==> config.mk <==
export PLATFORM = sky130hd
export DESIGN_NAME = vim_ctrl
export DESIGN_NICKNAME = d
export VERILOG_FILES = /design/src/logic/vim_pkg.sv /design/src/logic/vim_arbiter.sv /design/src/logic/vim_ctrl.sv
export SDC_FILE = /design/constraint.sdc
export NUM_CORES = 1
export LEC_CHECK = 0
export BUFFER_PORTS_ARGS = -buffer_cell sky130_fd_sc_hd__buf_4
export CORE_ASPECT_RATIO = 1.75
export CORE_MARGIN = 1.5
export CORE_UTILIZATION = 40
export DETAILED_ROUTE_END_ITERATION = 8
export HOLD_SLACK_MARGIN = 0.02
export PLACE_DENSITY = 0.61
export SLEW_MARGIN = 30
export SYNTH_ARGS = -nofsm -noshare
export SYNTH_HDL_FRONTEND = slang
export SYNTH_SLANG_ARGS = --single-unit
==> constraint.sdc <==
create_clock -name core_clk_in -period 128.8 [get_ports core_clk_in]
set_input_delay 25.76 -clock core_clk_in [delete_from_list [all_inputs] [get_ports core_clk_in]]
set_output_delay 25.76 -clock core_clk_in [all_outputs]
set_load 0.1 [all_outputs]
==> src/logic/vim_pkg.sv <==
package vim_pkg;
	localparam int NUM_PERIPH    = 64;
	localparam int NUM_SYS       = 16;
	localparam int NUM_UNUSED    = 25;
	localparam int PRIO_W        = 3;
	localparam int NUM_LEVELS    = 8;
	localparam int ADDR_W        = 32;
	localparam int LINE_W        = 6;
	localparam int SLOT_W        = 7;
	localparam logic [ADDR_W-1:0] VEC_BASE      = 32'h0000_0040;
	localparam logic [ADDR_W-1:0] VEC_LAST      = 32'h0000_013c;
	localparam logic [NUM_PERIPH-1:0] USED_MASK = 64'h0003_fbf3_3fff_61ef;
	localparam logic [PRIO_W-1:0] PRIO_RESET    = 3'h0;
	localparam logic [PRIO_W-1:0] GROUP_RESET   = 3'h0;
	localparam int LINE_TIMER_CH8_IRQ   = 13;
	localparam int LINE_TIMER9   = 14;
	localparam int LINE_PORT_A0  = 16;
	localparam int LINE_PWM0     = 24;
	localparam int LINE_PWM1     = 27;
	localparam int LINE_SPI0     = 32;
	localparam int LINE_I2C0     = 36;
	localparam int LINE_UART0    = 38;
	localparam int LINE_ADC0     = 43;
	localparam int LINE_CMP0     = 46;
	localparam int LINE_RSV0     = 50;

	typedef struct packed {
		logic              valid;
		logic [LINE_W-1:0] line;
		logic [PRIO_W-1:0] prio;
	} vim_pick_type;

	typedef struct packed {
		logic              valid;
		logic [LINE_W-1:0] line;
		logic [ADDR_W-1:0] vec_addr;
		logic              tail_chain;
	} vim_take_type;
endpackage : vim_pkg

==> src/logic/vim_arbiter.sv <==
`timescale 1ns/10ps
module vim_arbiter
	import vim_pkg::*;
#(
	parameter int N = NUM_PERIPH
) (
	input  wire logic [N-1:0]        req_in,
	input  wire logic [N*PRIO_W-1:0] prio_in,
	output vim_pick_type             pick_out
);
	import vim_pkg::*;
	// linear scan: lower line wins a tie because only strictly lower prio replaces
	always_comb begin
		pick_out = '0;
		for (int i = 0; i < N; i++) begin
			if (req_in[i] && (!pick_out.valid || prio_in[i*PRIO_W +: PRIO_W] < pick_out.prio)) begin
				pick_out.valid = 1'b1;
				pick_out.line  = LINE_W'(i);
				pick_out.prio  = prio_in[i*PRIO_W +: PRIO_W];
			end
		end
	end
endmodule : vim_arbiter

==> src/logic/vim_ctrl.sv <==
`timescale 1ns/10ps
module vim_ctrl (
	input  wire logic                              core_clk_in,
	input  wire logic                              rst_in,
	input  wire logic [vim_pkg::NUM_PERIPH-1:0]    irq_src_in,
	input  wire logic [vim_pkg::NUM_PERIPH-1:0]    irq_enable_in,
	input  wire logic [vim_pkg::NUM_PERIPH-1:0]    sw_set_pend_in,
	input  wire logic [vim_pkg::NUM_PERIPH*vim_pkg::PRIO_W-1:0] prio_in,
	input  wire logic [vim_pkg::NUM_PERIPH-1:0]    group_member_in,
	input  wire logic [vim_pkg::PRIO_W-1:0]        group_prio_in,
	input  wire logic                              sw_reset_req_in,
	input  wire logic                              core_ack_in,
	input  wire logic                              core_return_in,
	output vim_pkg::vim_take_type                  take_out,
	output logic                                   sys_reset_req_out,
	output logic [vim_pkg::PRIO_W:0]               nest_depth_out
);
	import vim_pkg::*;

	typedef enum logic [1:0] {
		S_IDLE  = 2'b00,
		S_OFFER = 2'b01,
		S_RUN   = 2'b10
	} vim_state_type;

	function automatic logic [ADDR_W-1:0] vec_of(input logic [LINE_W-1:0] line);
		vec_of = VEC_BASE + {{(ADDR_W-LINE_W-2){1'b0}}, line, 2'b00};
	endfunction : vec_of

	vim_state_type               state_r;
	logic [NUM_PERIPH-1:0]       pend_r;
	logic [NUM_PERIPH-1:0]       pend_nxt;
	logic [NUM_PERIPH-1:0]       active_r;
	logic [NUM_PERIPH-1:0]       elig;
	logic [NUM_PERIPH*PRIO_W-1:0] eff_prio;
	logic [PRIO_W-1:0]           run_prio_r [0:NUM_LEVELS];
	logic [LINE_W-1:0]           run_line_r [0:NUM_LEVELS];
	logic [PRIO_W:0]             depth_r;
	logic [PRIO_W:0]             depth_eff;
	vim_pick_type                pick;
	vim_take_type                take_r;
	logic                        preempt;
	logic                        take_fire;
	logic                        ret_fire;

	// effective priority: group members share the group level
	genvar g;
	generate
		for (g = 0; g < NUM_PERIPH; g++) begin : g_prio
			assign eff_prio[g*PRIO_W +: PRIO_W] = group_member_in[g] ? group_prio_in
				: prio_in[g*PRIO_W +: PRIO_W];
		end
	endgenerate

	// unused and reserved lines never reach the arbiter, whatever is wired
	assign elig = pend_r & irq_enable_in & ~active_r & USED_MASK;

	vim_arbiter #(
		.N (NUM_PERIPH)
	) u_arb (
		.req_in   (elig),
		.prio_in  (eff_prio),
		.pick_out (pick)
	);

	// a request only preempts when strictly more urgent than the running one
	// a finishing handler no longer blocks: the next one chains straight on
	assign depth_eff = ret_fire ? depth_r - 1'b1 : depth_r;
	assign preempt   = pick.valid && (depth_eff == '0 || pick.prio < run_prio_r[depth_eff]);
	assign take_fire = take_r.valid && core_ack_in;
	assign ret_fire  = core_return_in && depth_r != '0;

	// peripheral side enable must also be high: irq_src_in is already gated there
	always_comb begin
		pend_nxt = pend_r | (irq_src_in & irq_enable_in) | sw_set_pend_in;
		if (take_fire) begin
			// set wins over the ack clear
			pend_nxt[take_r.line] = (irq_src_in[take_r.line] & irq_enable_in[take_r.line])
				| sw_set_pend_in[take_r.line];
		end
	end

	always_ff @(posedge core_clk_in or posedge rst_in) begin
		if (rst_in) begin
			pend_r <= '0;
		end else begin
			pend_r <= pend_nxt;
		end
	end

	always_ff @(posedge core_clk_in or posedge rst_in) begin
		if (rst_in) begin
			active_r <= '0;
			depth_r  <= '0;
			for (int k = 0; k <= NUM_LEVELS; k++) begin
				run_prio_r[k] <= PRIO_RESET;
				run_line_r[k] <= '0;
			end
		end else if (take_fire) begin
			active_r[take_r.line]       <= 1'b1;
			depth_r                     <= depth_r + 1'b1;
			run_prio_r[depth_r + 1'b1]  <= eff_prio[take_r.line*PRIO_W +: PRIO_W];
			run_line_r[depth_r + 1'b1]  <= take_r.line;
		end else if (ret_fire) begin
			// handlers finish in reverse order: the top of the stack leaves
			active_r[run_line_r[depth_r]] <= 1'b0;
			depth_r                       <= depth_r - 1'b1;
		end
	end

	always_ff @(posedge core_clk_in or posedge rst_in) begin
		if (rst_in) begin
			state_r <= S_IDLE;
			take_r  <= '0;
		end else begin
			case (state_r)
				S_IDLE, S_RUN: begin
					if (preempt && depth_eff < NUM_LEVELS) begin
						state_r          <= S_OFFER;
						take_r.valid     <= 1'b1;
						take_r.line      <= pick.line;
						take_r.vec_addr  <= vec_of(pick.line);
						take_r.tail_chain <= core_return_in;
					end else begin
						take_r.valid <= 1'b0;
						if (depth_r == '0) begin
							state_r <= S_IDLE;
						end
					end
				end
				S_OFFER: begin
					// late arrival: a more urgent line replaces the offer before ack
					if (core_ack_in) begin
						state_r      <= S_RUN;
						take_r.valid <= 1'b0;
					end else if (pick.valid && pick.prio < eff_prio[take_r.line*PRIO_W +: PRIO_W]) begin
						take_r.line     <= pick.line;
						take_r.vec_addr <= vec_of(pick.line);
					end
				end
				default: begin
					state_r <= S_IDLE;
					take_r  <= '0;
				end
			endcase
		end
	end

	always_ff @(posedge core_clk_in or posedge rst_in) begin
		if (rst_in) begin
			sys_reset_req_out <= 1'b0;
		end else begin
			sys_reset_req_out <= sw_reset_req_in;
		end
	end

	always_ff @(posedge core_clk_in or posedge rst_in) begin
		if (rst_in) begin
			nest_depth_out <= '0;
		end else begin
			nest_depth_out <= depth_r;
		end
	end

	assign take_out = take_r;

	property p_vec_range;
		@(posedge core_clk_in) disable iff (rst_in)
		take_r.valid |-> (take_r.vec_addr >= VEC_BASE && take_r.vec_addr <= VEC_LAST);
	endproperty
	a_vec_range: assert property (p_vec_range) else $error("vector out of table");

	property p_vec_calc;
		@(posedge core_clk_in) disable iff (rst_in)
		take_r.valid |-> take_r.vec_addr == VEC_BASE + 32'(take_r.line) * 4;
	endproperty
	a_vec_calc: assert property (p_vec_calc) else $error("vector address mismatch");

	property p_used_only;
		@(posedge core_clk_in) disable iff (rst_in)
		take_r.valid |-> USED_MASK[take_r.line];
	endproperty
	a_used_only: assert property (p_used_only) else $error("unused line offered");

	property p_enable_needed;
		@(posedge core_clk_in) disable iff (rst_in)
		$rose(take_r.valid) |-> (($past(irq_enable_in) >> take_r.line) & NUM_PERIPH'(1)) != '0;
	endproperty
	a_enable_needed: assert property (p_enable_needed) else $error("disabled line offered");

	property p_sw_pend;
		@(posedge core_clk_in) disable iff (rst_in)
		sw_set_pend_in[LINE_UART0] && !take_fire |=> pend_r[LINE_UART0];
	endproperty
	a_sw_pend: assert property (p_sw_pend) else $error("software pend lost");

	property p_reset_req;
		@(posedge core_clk_in) disable iff (rst_in)
		sw_reset_req_in |=> sys_reset_req_out;
	endproperty
	a_reset_req: assert property (p_reset_req) else $error("reset request not passed");

	property p_depth_up;
		@(posedge core_clk_in) disable iff (rst_in)
		take_fire |=> depth_r == $past(depth_r) + 1'b1 ##1 nest_depth_out == $past(depth_r);
	endproperty
	a_depth_up: assert property (p_depth_up) else $error("nesting not tracked");

	property p_depth_down;
		@(posedge core_clk_in) disable iff (rst_in)
		ret_fire && !take_fire |=> depth_r == $past(depth_r) - 1'b1;
	endproperty
	a_depth_down: assert property (p_depth_down) else $error("return not tracked");

	property p_active_clear;
		@(posedge core_clk_in) disable iff (rst_in)
		ret_fire && !take_fire |=> !active_r[$past(run_line_r[depth_r])];
	endproperty
	a_active_clear: assert property (p_active_clear) else $error("finished line still active");

	property p_best_prio;
		@(posedge core_clk_in) disable iff (rst_in)
		pick.valid |-> pick.prio <= eff_prio[LINE_TIMER_CH8_IRQ*PRIO_W +: PRIO_W] || !elig[LINE_TIMER_CH8_IRQ];
	endproperty
	a_best_prio: assert property (p_best_prio) else $error("priority order broken");

	property p_group;
		@(posedge core_clk_in) disable iff (rst_in)
		group_member_in[LINE_TIMER_CH8_IRQ] |-> eff_prio[LINE_TIMER_CH8_IRQ*PRIO_W +: PRIO_W] == group_prio_in;
	endproperty
	a_group: assert property (p_group) else $error("group priority ignored");
endmodule : vim_ctrl

==> impl_metrics.yaml, run 1 <==
yosys:
  avgSynthCellArea_sq_um: 8.15
  yosysTopAreaCell: "dfrtp_1"
  synth_area_sq_um: 20200
  async_flop_share: 1.00
  synth_seq_cells: 180
  synth_edf_count: 0
  seq_area_frac_synth: 0.222
  synth_ff_type: "dfrtp_1"
  synthTopCellsByArea: "dfrtp_1, mux2_2, mux2i_1, nor2_1, a21oi_1"
  synth_cells: 2485
  synth_most_common_cell: "nor2_1"
  synth_cell_types: 116
  synth_commonest_cells: "nor2_1, nand2_1, a21oi_1"
  ys_warn_count: 0
  yosysTopAreaCellShare: 0.222
global_routing:
  grt_max_degree: 68
  grt_pass1_wl_mm: 163
  grt_pass1_vias: 24600
  grt_usage: 0.429
  grt-ovfl-total: 0
  antenna_found_initial: 3
detailed_routing:
  wl_per_cell_um: 32.0
  first_pass_iters: 7
  vias: 24100
  drt-initial-drc-count: 2409
  avgViaCountPerCell: 6.74
  totalWireLength_mm: 115
  final_antenna_net_count: 0
  drc_errors: 0
floorplan:
  fp.dieH_um: 301
  initial_core_util: 0.407
  dieArea_sq_um: 52000
  core_sq_um: 49700
  rows: 108
  die_w_um: 173
  ios: 501
critical_path:
  criticalPathCategory: "input pin to flop"
  cp_max_fo: 11
  slowest_delay_ps: 650
  r2r_start: "active_r[0]$_DFFE_PP0P_"
  arrival_ps: 82900
  endpoint_kind: "flop"
  startpoint: "irq_enable_in[0]"
  cpMostUsedCell: "ha_1"
  slowest_stage: "a311oi_1"
  crit_required_ps: 129140
  startpoint_type: "input pin"
clock_network:
  clk_latency_ps: 460
  cts_tree: "built"
  cts.sinks: 180
  cts_setup_buffers: 0
  cts_inserted_buffers: 17
  clk_path_buf_depth: 2
  cts_max_level: 4
  cts_resized: 0
  root_buffer: "clkbuf_16"
  hold_buffers: 0
  clkTransAtPathRegs_ps: 80
sta:
  hold_slack_ps: 490
  hold_violations: 0
  tightest_slew_ps: 1060
  finalCritPeriodShare: 0.641
  rsz0062_at_grt: "no"
  skew_ps: 12.3
  tns_ps: 0
  slew_headroom: 0.290
  fmax_ghz: 0.0121
  fin_crit_ps: 82560
  finalSetupViolCount: 0
  maxSlewViolCount: 0
finish:
  final_cell_area_sq_um: 25100
  fill_cells: 4928
  final-instance-count-excl-fill: 3581
  area.growth.synth_to_final_pct: 24.1
  drive_gt1_frac: 0.299
  multi_input_area_sq_um: 15000
  nNetsFinal: 3415
  register_area_sq_um: 4510
power_and_ir_drop:
  ir_drop_mv: 0.0744
  p_leak_nw: 11.0
  power.total_mw: 0.880
  p_per_area_nw_per_um2: 35.0
placed_design:
  place_area_sq_um: 24500
  dp_hpwl_mm: 92.2
  place.gp.congestion: 1.10
  placedCellCount: 3545
  io_buffers: 475
flow_run:
  max_cap_violations: 0
min_path:
  hold_path_startpoint: "active_r[6]$_DFFE_PP0P_"
  min_path_type: "flop to flop"
outcome:
  status: "complete, no violations"
==> registers in the layout, summed over array words and instances (netlist names) <==
| register | count |
|---|---|
| run_line_r | 54 |
| pend_r | 39 |
| state_r | 2 |
| sys_reset_req_out | 1 |
| run_prio_r | 26 |
| active_r | 39 |
| take_out | 11 |
| nest_depth_out | 4 |
| depth_r | 4 |
==> placed cells by master, fill, tap and decap left out, types with 12 or more instances in the layout <==
master / n
buf_4: 515
nor2_1: 271
nand2_1: 234
a21oi_1: 203
mux2_2: 182
dfrtp_1: 177
mux2i_1: 154
o21ai_0: 110
a22oi_1: 64
inv_1: 61
ha_1: 55
o22ai_1: 49
nand3_1: 44
a2111oi_0: 43
a31oi_1: 40
nor3_1: 39
a221oi_1: 38
or2_2: 35
conb_1: 25
a21o_1: 23
and2_1: 22
nand2b_1: 22
nor2b_1: 21
mux4_2: 21
o21ai_1: 21
o211ai_1: 21
a211oi_1: 20
clkbuf_16: 17
and3_1: 16
o21a_1: 16
nand3b_1: 16
nand4_1: 16
or3_1: 15
nor4_1: 13
a211o_1: 13
o31ai_1: 12
o22a_1: 12
a22o_1: 12
==> metal layers <==
layer | global-route usage | wire, um | vias up
met1 | 0.422 | 37400 | 11600
li1 | - | - | 10300
met2 | 0.747 | 56100 | 1640
met5 | 0 | 13 | -
met3 | 0.0860 | 8520 | 519
met4 | 0.416 | 12600 | 2
==> worst max-delay path: cells and delay by family <==
| family | cells | cell delay (ps) |
|---|---|---|
| adder cells (fa/ha/maj) | 42 | 11810 |
| AND/OR/NAND/NOR | 59 | 9560 |
| buffers and inverters | 3 | 260 |
| multiplexers | 23 | 8550 |
| AO/OA/AOI/OAI | 116 | 26830 |
==> metrics by stage <==
stage | setup slack (ps) | util
CTS | 47380 | 0.505
global placement | 48690 | 0.492
global route | 42570 | 0.505
detailed placement | 47120 | 0.492
floorplan | 54390 | -
finish | 46240 | 0.505
==> final timing paths <==
check / to / slack [ps] / cells past startpoint
max: take_out[38]$_DFFE_PP0P_ / 46240 / 243
min: active_r[6]$_DFFE_PP0P_ / 490 / 1
max reg2reg: take_out[38]$_DFFE_PP0P_ / 71110 / 242
min reg2reg: active_r[6]$_DFFE_PP0P_ / 490 / 1
max in group asynchronous: take_out[33]$_DFFE_PP0P_ / 101570 / 4
min in group asynchronous: pend_r[5]$_DFF_PP0_ / 25390 / 2
==> cells by family (layout without fill, tap and decap cells) <==
group	after synthesis	in the layout	share of synthesized area
xor gates and xnor gates	5	5	0.00216
AOI/OAI and AO/OA	848	848	0.295
adders and majority gates	61	61	0.0370
muxes	370	370	0.210
other	1	29	0.000185
buffers and inverters	205	613	0.0441
and+or+nand+nor	815	815	0.189
DFF	180	180	0.222
==> area by class of cell <==
type,instances,share of cell area
clock buffer,18,0.0175
antenna,4,0.000398
sequential,180,0.180
inverter,64,0.00976
clock inverter,14,0.00697
tap,660,0.0329
multi-input combinational,2124,0.598
timing repair buffer,517,0.155
==> power breakdown <==
group          total [mW]  internal [mW]  switching, mW
clock network      0.0552         0.0269         0.0283
logic               0.734          0.275          0.459
registers          0.0907         0.0738         0.0169
(Power assumes the default switching activity.)
==> inputs of run 2 (changes only) <==
--- a/config.mk
+++ b/config.mk
@@ -11,7 +11,7 @@
 export CORE_UTILIZATION = 40
 export DETAILED_ROUTE_END_ITERATION = 8
 export HOLD_SLACK_MARGIN = 0.02
-export PLACE_DENSITY = 0.61
+export PLACE_DENSITY = 0.63
 export SLEW_MARGIN = 30
 export SYNTH_ARGS = -nofsm -noshare
 export SYNTH_HDL_FRONTEND = slang
==> constraint.sdc (replaced) <==
create_clock -name core_clk_in -period 73.1 [get_ports core_clk_in]
set_input_delay 14.62 -clock core_clk_in [delete_from_list [all_inputs] [get_ports core_clk_in]]
set_output_delay 14.62 -clock core_clk_in [all_outputs]
set_load 0.1 [all_outputs]
==> run 2 against run 1 <==
Net effect:
- largest power group unchanged
- clock-buffer cell count fell by 1
- worst hold slack got worse by 2.4 ps
- core utilization rose by 0.24 points
- sequential share of layout area fell by 0.086 points
- critical path type unchanged
- critical path depth rose by 4
- routed wire length rose by 1.2%
- clock power rose by 81%
- register-to-register slack got worse by 53000 ps
==> impl_metrics.yaml, run 2 (synthesis results as in run 1) <==
finish:
  drive_gt1_frac: 0.304
  utilization: 0.508
  area.growth.synth_to_final_pct: 24.7
  final-instance-count-excl-fill: 3583
  layout_commonest_cell: "buf_4"
  nNetsFinal: 3420
  layout_common_cells: "buf_4, nor2_1, nand2_1"
  final_cell_area_sq_um: 25200
  largest-register: "run_line_r"
  top_regs: "run_line_r (54), active_r (39), pend_r (39)"
  fill_cells: 4901
  largest_register_ffs: 54
floorplan:
  initial_core_util: 0.407
  rows: 108
  dieArea_sq_um: 52000
  fp.dieH_um: 301
  die_w_um: 173
  core_sq_um: 49700
  ios: 501
critical_path:
  rrSetupSlack_ps: 17690
  slowest_delay_ps: 530
  slowest_stage: "a221o_2"
  cp_max_fo: 28
  startpoint_type: "input pin"
  reg2reg_to: "take_out[33]$_DFFE_PP0P_"
  criticalPathCategory: "input pin to flop"
  arrival_ps: 69620
  cpMostUsedCell: "ha_1"
  r2r_start: "active_r[0]$_DFFE_PP0P_"
  crit_required_ps: 73450
  endpoint_kind: "flop"
  rr_worst_depth: 246
sta:
  fin_crit_ps: 69280
  setup_slack_ps: 3820
  hold_slack_ps: 488
  tns_ps: 0
  finalCritPeriodShare: 0.948
  skew_ps: 18.2
  slew_headroom: 0.317
  maxSlewViolCount: 0
  fmax_ghz: 0.0144
  hold_violations: 0
  tightest_slew_ps: 1020
  finalSetupViolCount: 0
placed_design:
  placedCellCount: 3549
  place_area_sq_um: 24500
  dp_hpwl_mm: 92.3
  place.gp.congestion: 1.10
  pre_cts_slack_ps: 2710
  io_buffers: 475
power_and_ir_drop:
  p_per_area_nw_per_um2: 62.2
  power.total_mw: 1.57
  p_leak_nw: 11.1
  ir_drop_mv: 0.101
clock_network:
  hold_buffers: 0
  cts_max_level: 4
  root_buffer: "clkbuf_16"
  clkTransAtPathRegs_ps: 80
  cts.sinks: 180
  clk_latency_ps: 470
  cts_tree: "built"
  cts_inserted_buffers: 17
  clk_path_buf_depth: 2
outcome:
  status: "complete, no violations"
detailed_routing:
  vias: 24400
  wl_per_cell_um: 32.4
  first_pass_iters: 7
  avgViaCountPerCell: 6.80
  drt-initial-drc-count: 2491
  final_antenna_net_count: 0
  drc_errors: 0
  totalWireLength_mm: 116
global_routing:
  antenna_found_initial: 8
  grt_max_degree: 75
  grt-ovfl-total: 0
  grt_usage: 0.434
  grt_pass1_wl_mm: 165
  grt_pass1_vias: 24500
min_path:
  min_path_type: "flop to flop"
  hold_path_startpoint: "run_prio_r[2]$_DFFE_PP0P_"
  hold_end: "run_prio_r[2]$_DFFE_PP0P_"
  worstHoldPathCells: 2
flow_run:
  max_cap_violations: 0
-- run 2: cell count changes in the layout (fill, tap and decap cells not counted), sizes merged --
cell / delta
clkbuf: -1
diode: -3
bufinv: +1
clkinv: -1
inv: +2
buf: +5
clkinvlp: -1
-- run 2: worst max-delay path by stage --
stage,start,to,slack (ps),cells after the start
floorplan,irq_enable_in[0],take_out[7]$_DFFE_PP0P_,9830,246
global placement,group_prio_in[2],take_out[33]$_DFFE_PP0P_,4280,245
detailed placement,group_prio_in[2],take_out[33]$_DFFE_PP0P_,2710,244
CTS,group_prio_in[2],take_out[33]$_DFFE_PP0P_,3000,244
global route,group_prio_in[2],take_out[34]$_DFFE_PP0P_,-60,248
finish,group_prio_in[2],take_out[33]$_DFFE_PP0P_,3820,247
-- run 2: area by class of cell --
| cell class | count | area [sq um] | area share |
|---|---|---|---|
| diodes | 1 | 2.50 | 0.0000991 |
| clock buffers | 17 | 425 | 0.0168 |
| clock inverters | 15 | 201 | 0.00798 |
| inverters | 64 | 245 | 0.00971 |
| multi-input cells | 2124 | 15100 | 0.599 |
| flip-flops and latches | 180 | 4510 | 0.179 |
| well taps | 660 | 826 | 0.0327 |
| repair buffers | 522 | 3920 | 0.155 |
-- run 2: critical path: cells and delay by family --
kind | cells | cell delay [ps]
fa+ha+maj | 42 | 11530
buf+inv | 3 | 440
mux | 25 | 9060
simple gates | 59 | 9150
compound gates | 118 | 24820
-- run 2: report_power, final --
group	switching, mW	total (mW)	internal (mW)	leakage, nW
Clock	0.0502	0.100	0.0499	0.302
Combinational	0.820	1.31	0.492	8.58
Sequential	0.0273	0.157	0.130	2.21
-- run 2: timing repair --
item	in CTS	in global routing
gates resized for setup	0	22
endpoints found under the setup margin	0	13
buffers inserted	0	0
-- run 2: routing by layer --
layer / vias to the layer above / share of wire / global-route usage
li1: 10400 / - / -
met1: 11700 / 0.32 / 0.429
met2: 1706 / 0.48 / 0.743
met3: 588 / 0.086 / 0.0976
met4: 12 / 0.12 / 0.427
met5: - / 0.00062 / 0
